[src/apdf_defines.vh]
// Constants for the authentication port device filter.
// Assumes a 25 MHz clock and a single synchronous reset.
`ifndef APDF_DEFINES_VH
`define APDF_DEFINES_VH
// ---------------------------------------------------------------
// Timing
// ---------------------------------------------------------------
`define APDF_CLK_HZ          25000000
`define APDF_PWR_OFF_MS      1000
`define APDF_PWR_OFF_CYC     (`APDF_CLK_HZ / 1000 * `APDF_PWR_OFF_MS)
// ---------------------------------------------------------------
// Sizes and class codes
// ---------------------------------------------------------------
`define APDF_CH_W            2
`define APDF_ENTRIES         4
`define APDF_IDX_W           2
`define APDF_CLASS_SMARTCARD 8'h0b
`define APDF_CLASS_BIOMETRIC 8'hff
`define APDF_CLASS_HID       8'h03
`define APDF_BCD_V11         16'h0110
`define APDF_BCD_V20         16'h0200
// ---------------------------------------------------------------
// Entry match-criteria mask bits
// ---------------------------------------------------------------
`define APDF_M_CLASS         0
`define APDF_M_PROTO         1
`define APDF_M_VID           2
`define APDF_M_PID           3
`define APDF_M_SER           4
`endif

[src/apdf_auth_port_filter.v]
// Authentication port device filter: attach detect, identity capture,
// default or registered filtering, port power cycling and isolation.
// Assumes identity fields come from a bus monitor on this clock, and
// pin-level inputs (attach, tamper, self-test fail) are asynchronous.
`include "apdf_defines.vh"

module apdf_auth_port_filter (
  // Clock and reset
  input  wire        clk,
  input  wire        reset,
  // Channel selection and system state
  input  wire [1:0]  chanSel,
  input  wire        selfTestFail,
  input  wire        tamper,
  // Port attach and bus monitor identity
  input  wire        attachPin,
  input  wire        idValid,
  input  wire [15:0] idVid,
  input  wire [15:0] idPid,
  input  wire [7:0]  idClass,
  input  wire [7:0]  idProto,
  input  wire [15:0] idBcdUsb,
  input  wire [31:0] idSerial,
  // Registration list write port
  input  wire        authOk,
  input  wire        entWr,
  input  wire        entDel,
  input  wire [1:0]  entIdx,
  input  wire [4:0]  entMask,
  input  wire [15:0] entVid,
  input  wire [15:0] entPid,
  input  wire [7:0]  entClass,
  input  wire [7:0]  entProto,
  input  wire [31:0] entSerial,
  // Processor indications
  output reg         verifyReq,
  output reg         rejectEvt,
  output wire        listEmpty,
  // Port power and data path
  output reg  [3:0]  portPwrEn,
  output reg  [3:0]  pathEn,
  output reg         sessionKill
);

  localparam ST_IDLE = 3'd0;
  localparam ST_WAIT = 3'd1;
  localparam ST_RUN  = 3'd2;
  localparam ST_REJ  = 3'd3;
  localparam ST_ISO  = 3'd4;

  // ---------------------------------------------------------------
  // Input synchronisers
  // ---------------------------------------------------------------
  reg [2:0] syncA_r;
  reg [2:0] syncB_r;
  wire attached  = syncB_r[0];
  wire isolate   = syncB_r[1] | syncB_r[2];

  // Two flops per pin; only the second is read
  always @(posedge clk) begin
    if (reset) begin
      syncA_r <= 3'h0;
      syncB_r <= 3'h0;
    end else begin
      syncA_r <= {tamper, selfTestFail, attachPin};
      syncB_r <= syncA_r;
    end
  end

  // ---------------------------------------------------------------
  // Registration list
  // ---------------------------------------------------------------
  reg        entUsed_r  [0:3];
  reg [4:0]  entMask_r  [0:3];
  reg [15:0] entVid_r   [0:3];
  reg [15:0] entPid_r   [0:3];
  reg [7:0]  entClass_r [0:3];
  reg [7:0]  entProto_r [0:3];
  reg [31:0] entSer_r   [0:3];
  integer i;

  // Writes gated by authentication; tamper wipes the list
  always @(posedge clk) begin
    if (reset || isolate && syncB_r[2]) begin
      for (i = 0; i < `APDF_ENTRIES; i = i + 1) begin
        entUsed_r[i]  <= 1'b0;
        entMask_r[i]  <= 5'h00;
        entVid_r[i]   <= 16'h0000;
        entPid_r[i]   <= 16'h0000;
        entClass_r[i] <= 8'h00;
        entProto_r[i] <= 8'h00;
        entSer_r[i]   <= 32'h00000000;
      end
    end else if (authOk && entDel) begin
      entUsed_r[entIdx] <= 1'b0;
    end else if (authOk && entWr) begin
      entUsed_r[entIdx]  <= 1'b1;
      entMask_r[entIdx]  <= entMask;
      entVid_r[entIdx]   <= entVid;
      entPid_r[entIdx]   <= entPid;
      entClass_r[entIdx] <= entClass;
      entProto_r[entIdx] <= entProto;
      entSer_r[entIdx]   <= entSerial;
    end
  end

  assign listEmpty = ~(entUsed_r[0] | entUsed_r[1] | entUsed_r[2] | entUsed_r[3]);

  // ---------------------------------------------------------------
  // Identity capture and match
  // ---------------------------------------------------------------
  reg [15:0] capVid_r;
  reg [15:0] capPid_r;
  reg [7:0]  capClass_r;
  reg [7:0]  capProto_r;
  reg [15:0] capBcd_r;
  reg [31:0] capSer_r;

  // Latest identity kept for comparison only, never forwarded
  always @(posedge clk) begin
    if (reset) begin
      capVid_r   <= 16'h0000;
      capPid_r   <= 16'h0000;
      capClass_r <= 8'h00;
      capProto_r <= 8'h00;
      capBcd_r   <= 16'h0000;
      capSer_r   <= 32'h00000000;
    end else if (idValid && attached) begin
      capVid_r   <= idVid;
      capPid_r   <= idPid;
      capClass_r <= idClass;
      capProto_r <= idProto;
      capBcd_r   <= idBcdUsb;
      capSer_r   <= idSerial;
    end
  end

  // One entry: masked-off criteria are don't-care
  function entHit;
    input        used;
    input [4:0]  m;
    input [15:0] v;
    input [15:0] p;
    input [7:0]  c;
    input [7:0]  pr;
    input [31:0] s;
    begin
      entHit = used
        & (~m[`APDF_M_CLASS] | (c  == capClass_r))
        & (~m[`APDF_M_PROTO] | (pr == capProto_r))
        & (~m[`APDF_M_VID]   | (v  == capVid_r))
        & (~m[`APDF_M_PID]   | (p  == capPid_r))
        & (~m[`APDF_M_SER]   | (s  == capSer_r));
    end
  endfunction

  reg listHit;
  integer k;
  // Whitelist scan
  always @* begin
    listHit = 1'b0;
    for (k = 0; k < `APDF_ENTRIES; k = k + 1)
      if (entHit(entUsed_r[k], entMask_r[k], entVid_r[k], entPid_r[k],
                 entClass_r[k], entProto_r[k], entSer_r[k]))
        listHit = 1'b1;
  end

  // Default filter: smart-card reader, versioned token, biometric
  wire verOk   = (capBcd_r == `APDF_BCD_V11) | (capBcd_r == `APDF_BCD_V20);
  wire dfltHit = (capClass_r == `APDF_CLASS_SMARTCARD)
               | ((capClass_r == `APDF_CLASS_HID) & verOk)
               | (capClass_r == `APDF_CLASS_BIOMETRIC);
  // Registered list replaces the default entirely
  wire admit   = listEmpty ? dfltHit : listHit;

  // ---------------------------------------------------------------
  // Power-off timer on channel change
  // ---------------------------------------------------------------
  // Count truncated on purpose; 25 bits hold the full off period
  localparam [31:0] PWR_OFF_CYC = `APDF_PWR_OFF_CYC;
  reg [1:0]  chan_r;
  reg [24:0] offCnt_r;
  wire       pwrOff = (offCnt_r != 25'h0000000);

  // Full 1 s off lets the peripheral discharge its state
  always @(posedge clk) begin
    if (reset) begin
      chan_r   <= 2'h0;
      offCnt_r <= 25'h0000000;
    end else if (chanSel != chan_r) begin
      chan_r   <= chanSel;
      offCnt_r <= PWR_OFF_CYC[24:0];
    end else if (pwrOff) begin
      offCnt_r <= offCnt_r - 25'h0000001;
    end
  end

  // ---------------------------------------------------------------
  // Port control state machine
  // ---------------------------------------------------------------
  reg [2:0] state_r;
  reg [2:0] state_nxt;

  // Next state
  always @* begin
    state_nxt = state_r;
    case (state_r)
      ST_IDLE: if (attached && !pwrOff) state_nxt = ST_WAIT;
      ST_WAIT: if (!attached || pwrOff) state_nxt = ST_IDLE;
               else if (idValid) state_nxt = ST_RUN;
      ST_RUN:  if (!attached || pwrOff) state_nxt = ST_IDLE;
               else if (!admit) state_nxt = ST_REJ;
      ST_REJ:  if (!attached) state_nxt = ST_IDLE;
      ST_ISO:  state_nxt = ST_ISO;
      default: state_nxt = ST_IDLE;
    endcase
    if (isolate)
      state_nxt = ST_ISO;
  end

  // Registered outputs; ISO held until reset
  always @(posedge clk) begin
    if (reset) begin
      state_r     <= ST_IDLE;
      verifyReq   <= 1'b0;
      rejectEvt   <= 1'b0;
      portPwrEn   <= 4'h0;
      pathEn      <= 4'h0;
      sessionKill <= 1'b0;
    end else begin
      state_r     <= state_nxt;
      verifyReq   <= (state_r == ST_IDLE) && (state_nxt == ST_WAIT);
      rejectEvt   <= (state_r != ST_REJ) && (state_nxt == ST_REJ);
      sessionKill <= (state_r != ST_ISO) && (state_nxt == ST_ISO);
      portPwrEn   <= (state_nxt == ST_ISO || pwrOff) ? 4'h0
                     : (4'h1 << chan_r);
      // Path waits one cycle in RUN so a stale identity is never admitted
      pathEn      <= (state_r == ST_RUN && state_nxt == ST_RUN && admit)
                     ? (4'h1 << chan_r) : 4'h0;
    end
  end

endmodule

[config.mk]
export PLATFORM = sky130hd
export DESIGN_NAME = apdf_auth_port_filter
export DESIGN_NICKNAME = d
export VERILOG_FILES = /design/src/apdf_auth_port_filter.v
export VERILOG_INCLUDE_DIRS = /design/src
export SDC_FILE = /design/constraint.sdc
export NUM_CORES = 1
export LEC_CHECK = 0
export BUFFER_PORTS_ARGS = -buffer_cell sky130_fd_sc_hd__buf_2
export CAP_MARGIN = 15
export CORE_UTILIZATION = 42
export CTS_BUF_LIST = sky130_fd_sc_hd__clkbuf_4
export DETAILED_ROUTE_END_ITERATION = 10
export PLACE_DENSITY_LB_ADDON = 0.3
export SETUP_SLACK_MARGIN = 0.3
export SYNTH_ARGS = -nofsm -noshare
export SYNTH_HDL_FRONTEND = slang
export SYNTH_SLANG_ARGS = --single-unit
[constraint.sdc]
create_clock -name clk -period 12.05 [get_ports clk]
set_input_delay 3.0125 -clock clk [delete_from_list [all_inputs] [get_ports clk]]
set_output_delay 3.0125 -clock clk [all_outputs]
set_load 0.02 [all_outputs]
==> qor.yml <==
synth_top_area_cell: "edfxtp_1"
maxCapViolCount: 0
status: "finished clean"
tns_ns: 0
final_max_slew_viol_count: 0
portBuffers: 205
synth_xor_xnor_area_share: 0.1385
r2r-end: "rejectEvt"
ant_nets: 0
arrival_ns: 5.59
clkSinkCount: 487
synth_area_sq_um: 21700
nets: 2280
antenna_found_initial: 7
wl_met3_microns: 3140
r2r-start: "capSer_r[30]"
async_reset_ff_frac: 0
grt_usage: 0.2151
worstHoldEndpoint: "syncB_r[2]"
regToRegSetupSlack_ns: 8.91
netlist.area_leader.share: 0.4761
hold_path_class: "flip-flop to flip-flop"
cts_tree: "done"
die_w_microns: 229.3
grt_max_degree: 87
fin_crit_ns: 5.066
drt-wirelength-per-cell_microns: 19.17
synth_compound_gate_area_share: 0.03714
dp_hpwl_microns: 37100
ctsHoldBuffers: 0
rows: 82
yosysWarnings: 0
drive_gt1_frac: 0.2137
synth_area_leaders: "edfxtp_1, dfxtp_1, and2_1"
layout_commonest_cell: "edfxtp_1"
start_kind: "primary input"
finalPower_mw: 3.781
die_h_microns: 229.3
globalRouteOverflowTotal: 0
cp_max_fo: 57
hold_violations: 0
cts_made_buffers: 137
clock.fmax_mhz: 197.4
post_dp_cell_area_sq_um: 23160
gp_congestion: 0.8044
areaGrowthSynthToFinish_pct: 15.57
die_area_sq_um: 52580
seqPwrFrac: 0.502
highest_layer: "met5"
synth.yosys.seq_area_share: 0.6080
timing.slew.headroom: 0.2789
post_cts_resized: 0
setup_violations: 0
m1WireLength_microns: 24780
io_pins: 206
via_per_inst: 4.996
first_global_vias: 14450
synth-seq-cells: 487
root_buffer: "clkbuf_4"
muxShareOfSynthArea: 0
syn_inst: 1880
cellLeakagePower_nw: 10.19
synth-simple-area-share: 0.1883
drc: 0
peakVddDrop_v: 0.00006202
ys.flop_type: "edfxtp_1"
initial_core_util: 0.4290
crit_type: "primary input to flip-flop"
first_pass_iters: 5
mostFrequentLayoutCells: "edfxtp_1, and2_1, clkbuf_4"
cell_internal_pwr_mw: 2.881
post-cts-setup-buffers: 0
p_sw_mw: 0.9002
swShare: 0.2381
synth_edf_count: 344
rsz0062_at_grt: "false"
whs_path_depth: 1
avgSynthCellArea_sq_um: 11.54
ys_types: 42
wl_met2_microns: 26000
worstHoldStart: "syncA_r[2]"
htreeDepth: 4
vias: 14350
routed_wirelength_microns: 55070
coreArea_sq_um: 50580
reg2regPathDepth: 8
p_clk_frac: 0.431
clock_path_buffers: 3
powerDensity_nw_per_um2: 150.8
grt_pass1_wl_microns: 84860
power_frac_comb: 0.067
drt-initial-drc-count: 961
post-route-cell-area_sq_um: 25080
clk_latency_ns: 0.92
cp-end-kind: "flip-flop"
synth_top_family_by_area: "simple AND/OR/NAND/NOR gates"
required_ns: 12.57
syn_nets: 2075
fin_crit_sh: 0.4204
synthAdderAreaFrac: 0.0005766
worst_pin_slew_ns: 1.072
clkTransAtPathRegs_ns: 0.06
finalClockSkew_ns: 0.04544
[critical path: stages]
cell	delay [ns]
buf_2	0.10
nand3b_1	0.43
or3_1	0.59
nor3_2	0.18
nand2b_4	0.42
buf_4	0.71
[layer usage]
layer	global-route usage	up-vias
li1	-	6869
met1	0.2823	7003
met2	0.3399	386
met3	0.05914	86
met4	0.07792	10
met5	0	-
[through the flow]
step                      utilization  hold WS, ns  instances  setup slack [ns]
after floorplan                     -       0.4138       1880             2.223
after global placement         0.4579       0.4266       2618             6.199
after detailed placement       0.4579       0.4277       2618             6.107
after CTS                      0.4957       0.4521       2871             6.956
after global routing           0.4958       0.4724       2873             6.898
final                          0.4958       0.4484       2873             6.984
[synth_stat cells, types with 2 or more instances]
cell type and instances:
o21ai_0 25, nand3_1 6, or4_4 3, edfxtp_1 344
xor2_1 172, o31ai_1 3, o41ai_1 6, nand2_1 205
nand2b_1 7, and4b_1 3, a21oi_1 110, nand3b_1 2
nor3_1 19, dfxtp_1 143, and2_1 341, a22oi_1 2
buf_1 20, nor3b_1 3, clkbuf_1 132, nor2_1 26
nor4_1 50, or3_1 6, xnor2_1 171, nand4_1 52
nor2b_1 8, inv_1 4, or4_1 2
[worst max-delay path by stage]
stage	startpoint	endpoint	slack [ns]	cells past startpoint
after global placement	entDel	entSer_r[0][20]	6.20	6
after floorplan	entDel	entClass_r[3][0]	2.22	2
after CTS	entUsed_r[1]	listEmpty	6.96	3
final	entDel	entProto_r[0][5]	6.98	6
after global routing	entUsed_r[1]	listEmpty	6.90	3
after detailed placement	entDel	entSer_r[0][14]	6.11	6
[power groups by stage]
stage / combinational, mW / sequential (mW) / clock (mW)
2_1_floorplan: 0.154 / 1.93 / 0
3_3_place_gp: 0.250 / 1.93 / 0
3_5_place_dp: 0.254 / 1.94 / 0
4_1_cts: 0.256 / 1.90 / 1.67
5_1_grt: 0.277 / 1.91 / 1.77
6_report: 0.253 / 1.90 / 1.63
[kinds of logic (layout without fill, tap and decap cells)]
kind of cell,count (synthesis),in the layout
simple gates,741,741
flops,487,487
xor+xnor,343,343
buf+inv,157,476
compound gates,151,151
fa+ha+maj,1,1
other cells,0,2
[registers in the layout, indices dropped and copies added (netlist names), 2 cells and up]
signal	cells
capBcd_r	16
capClass_r	8
capPid_r	16
capProto_r	8
capSer_r	32
capVid_r	16
chan_r	2
entClass_r	32
entMask_r	20
entPid_r	64
entProto_r	32
entSer_r	128
entUsed_r	4
entVid_r	64
offCnt_r	25
pathEn	4
portPwrEn	4
state_r	3
syncA_r	3
syncB_r	3
[area by class of cell]
class	instances	area, sq um
clock buffer	225	1689
sequential	487	13190
inverter	4	16.27
antenna	2	5.005
fill	4568	25500
tap	672	840.8
multi-input combinational	1236	7980
clock inverter	28	219.0
timing repair buffer	219	1134
No activity file was read; power rests on OpenSTA's default activity.
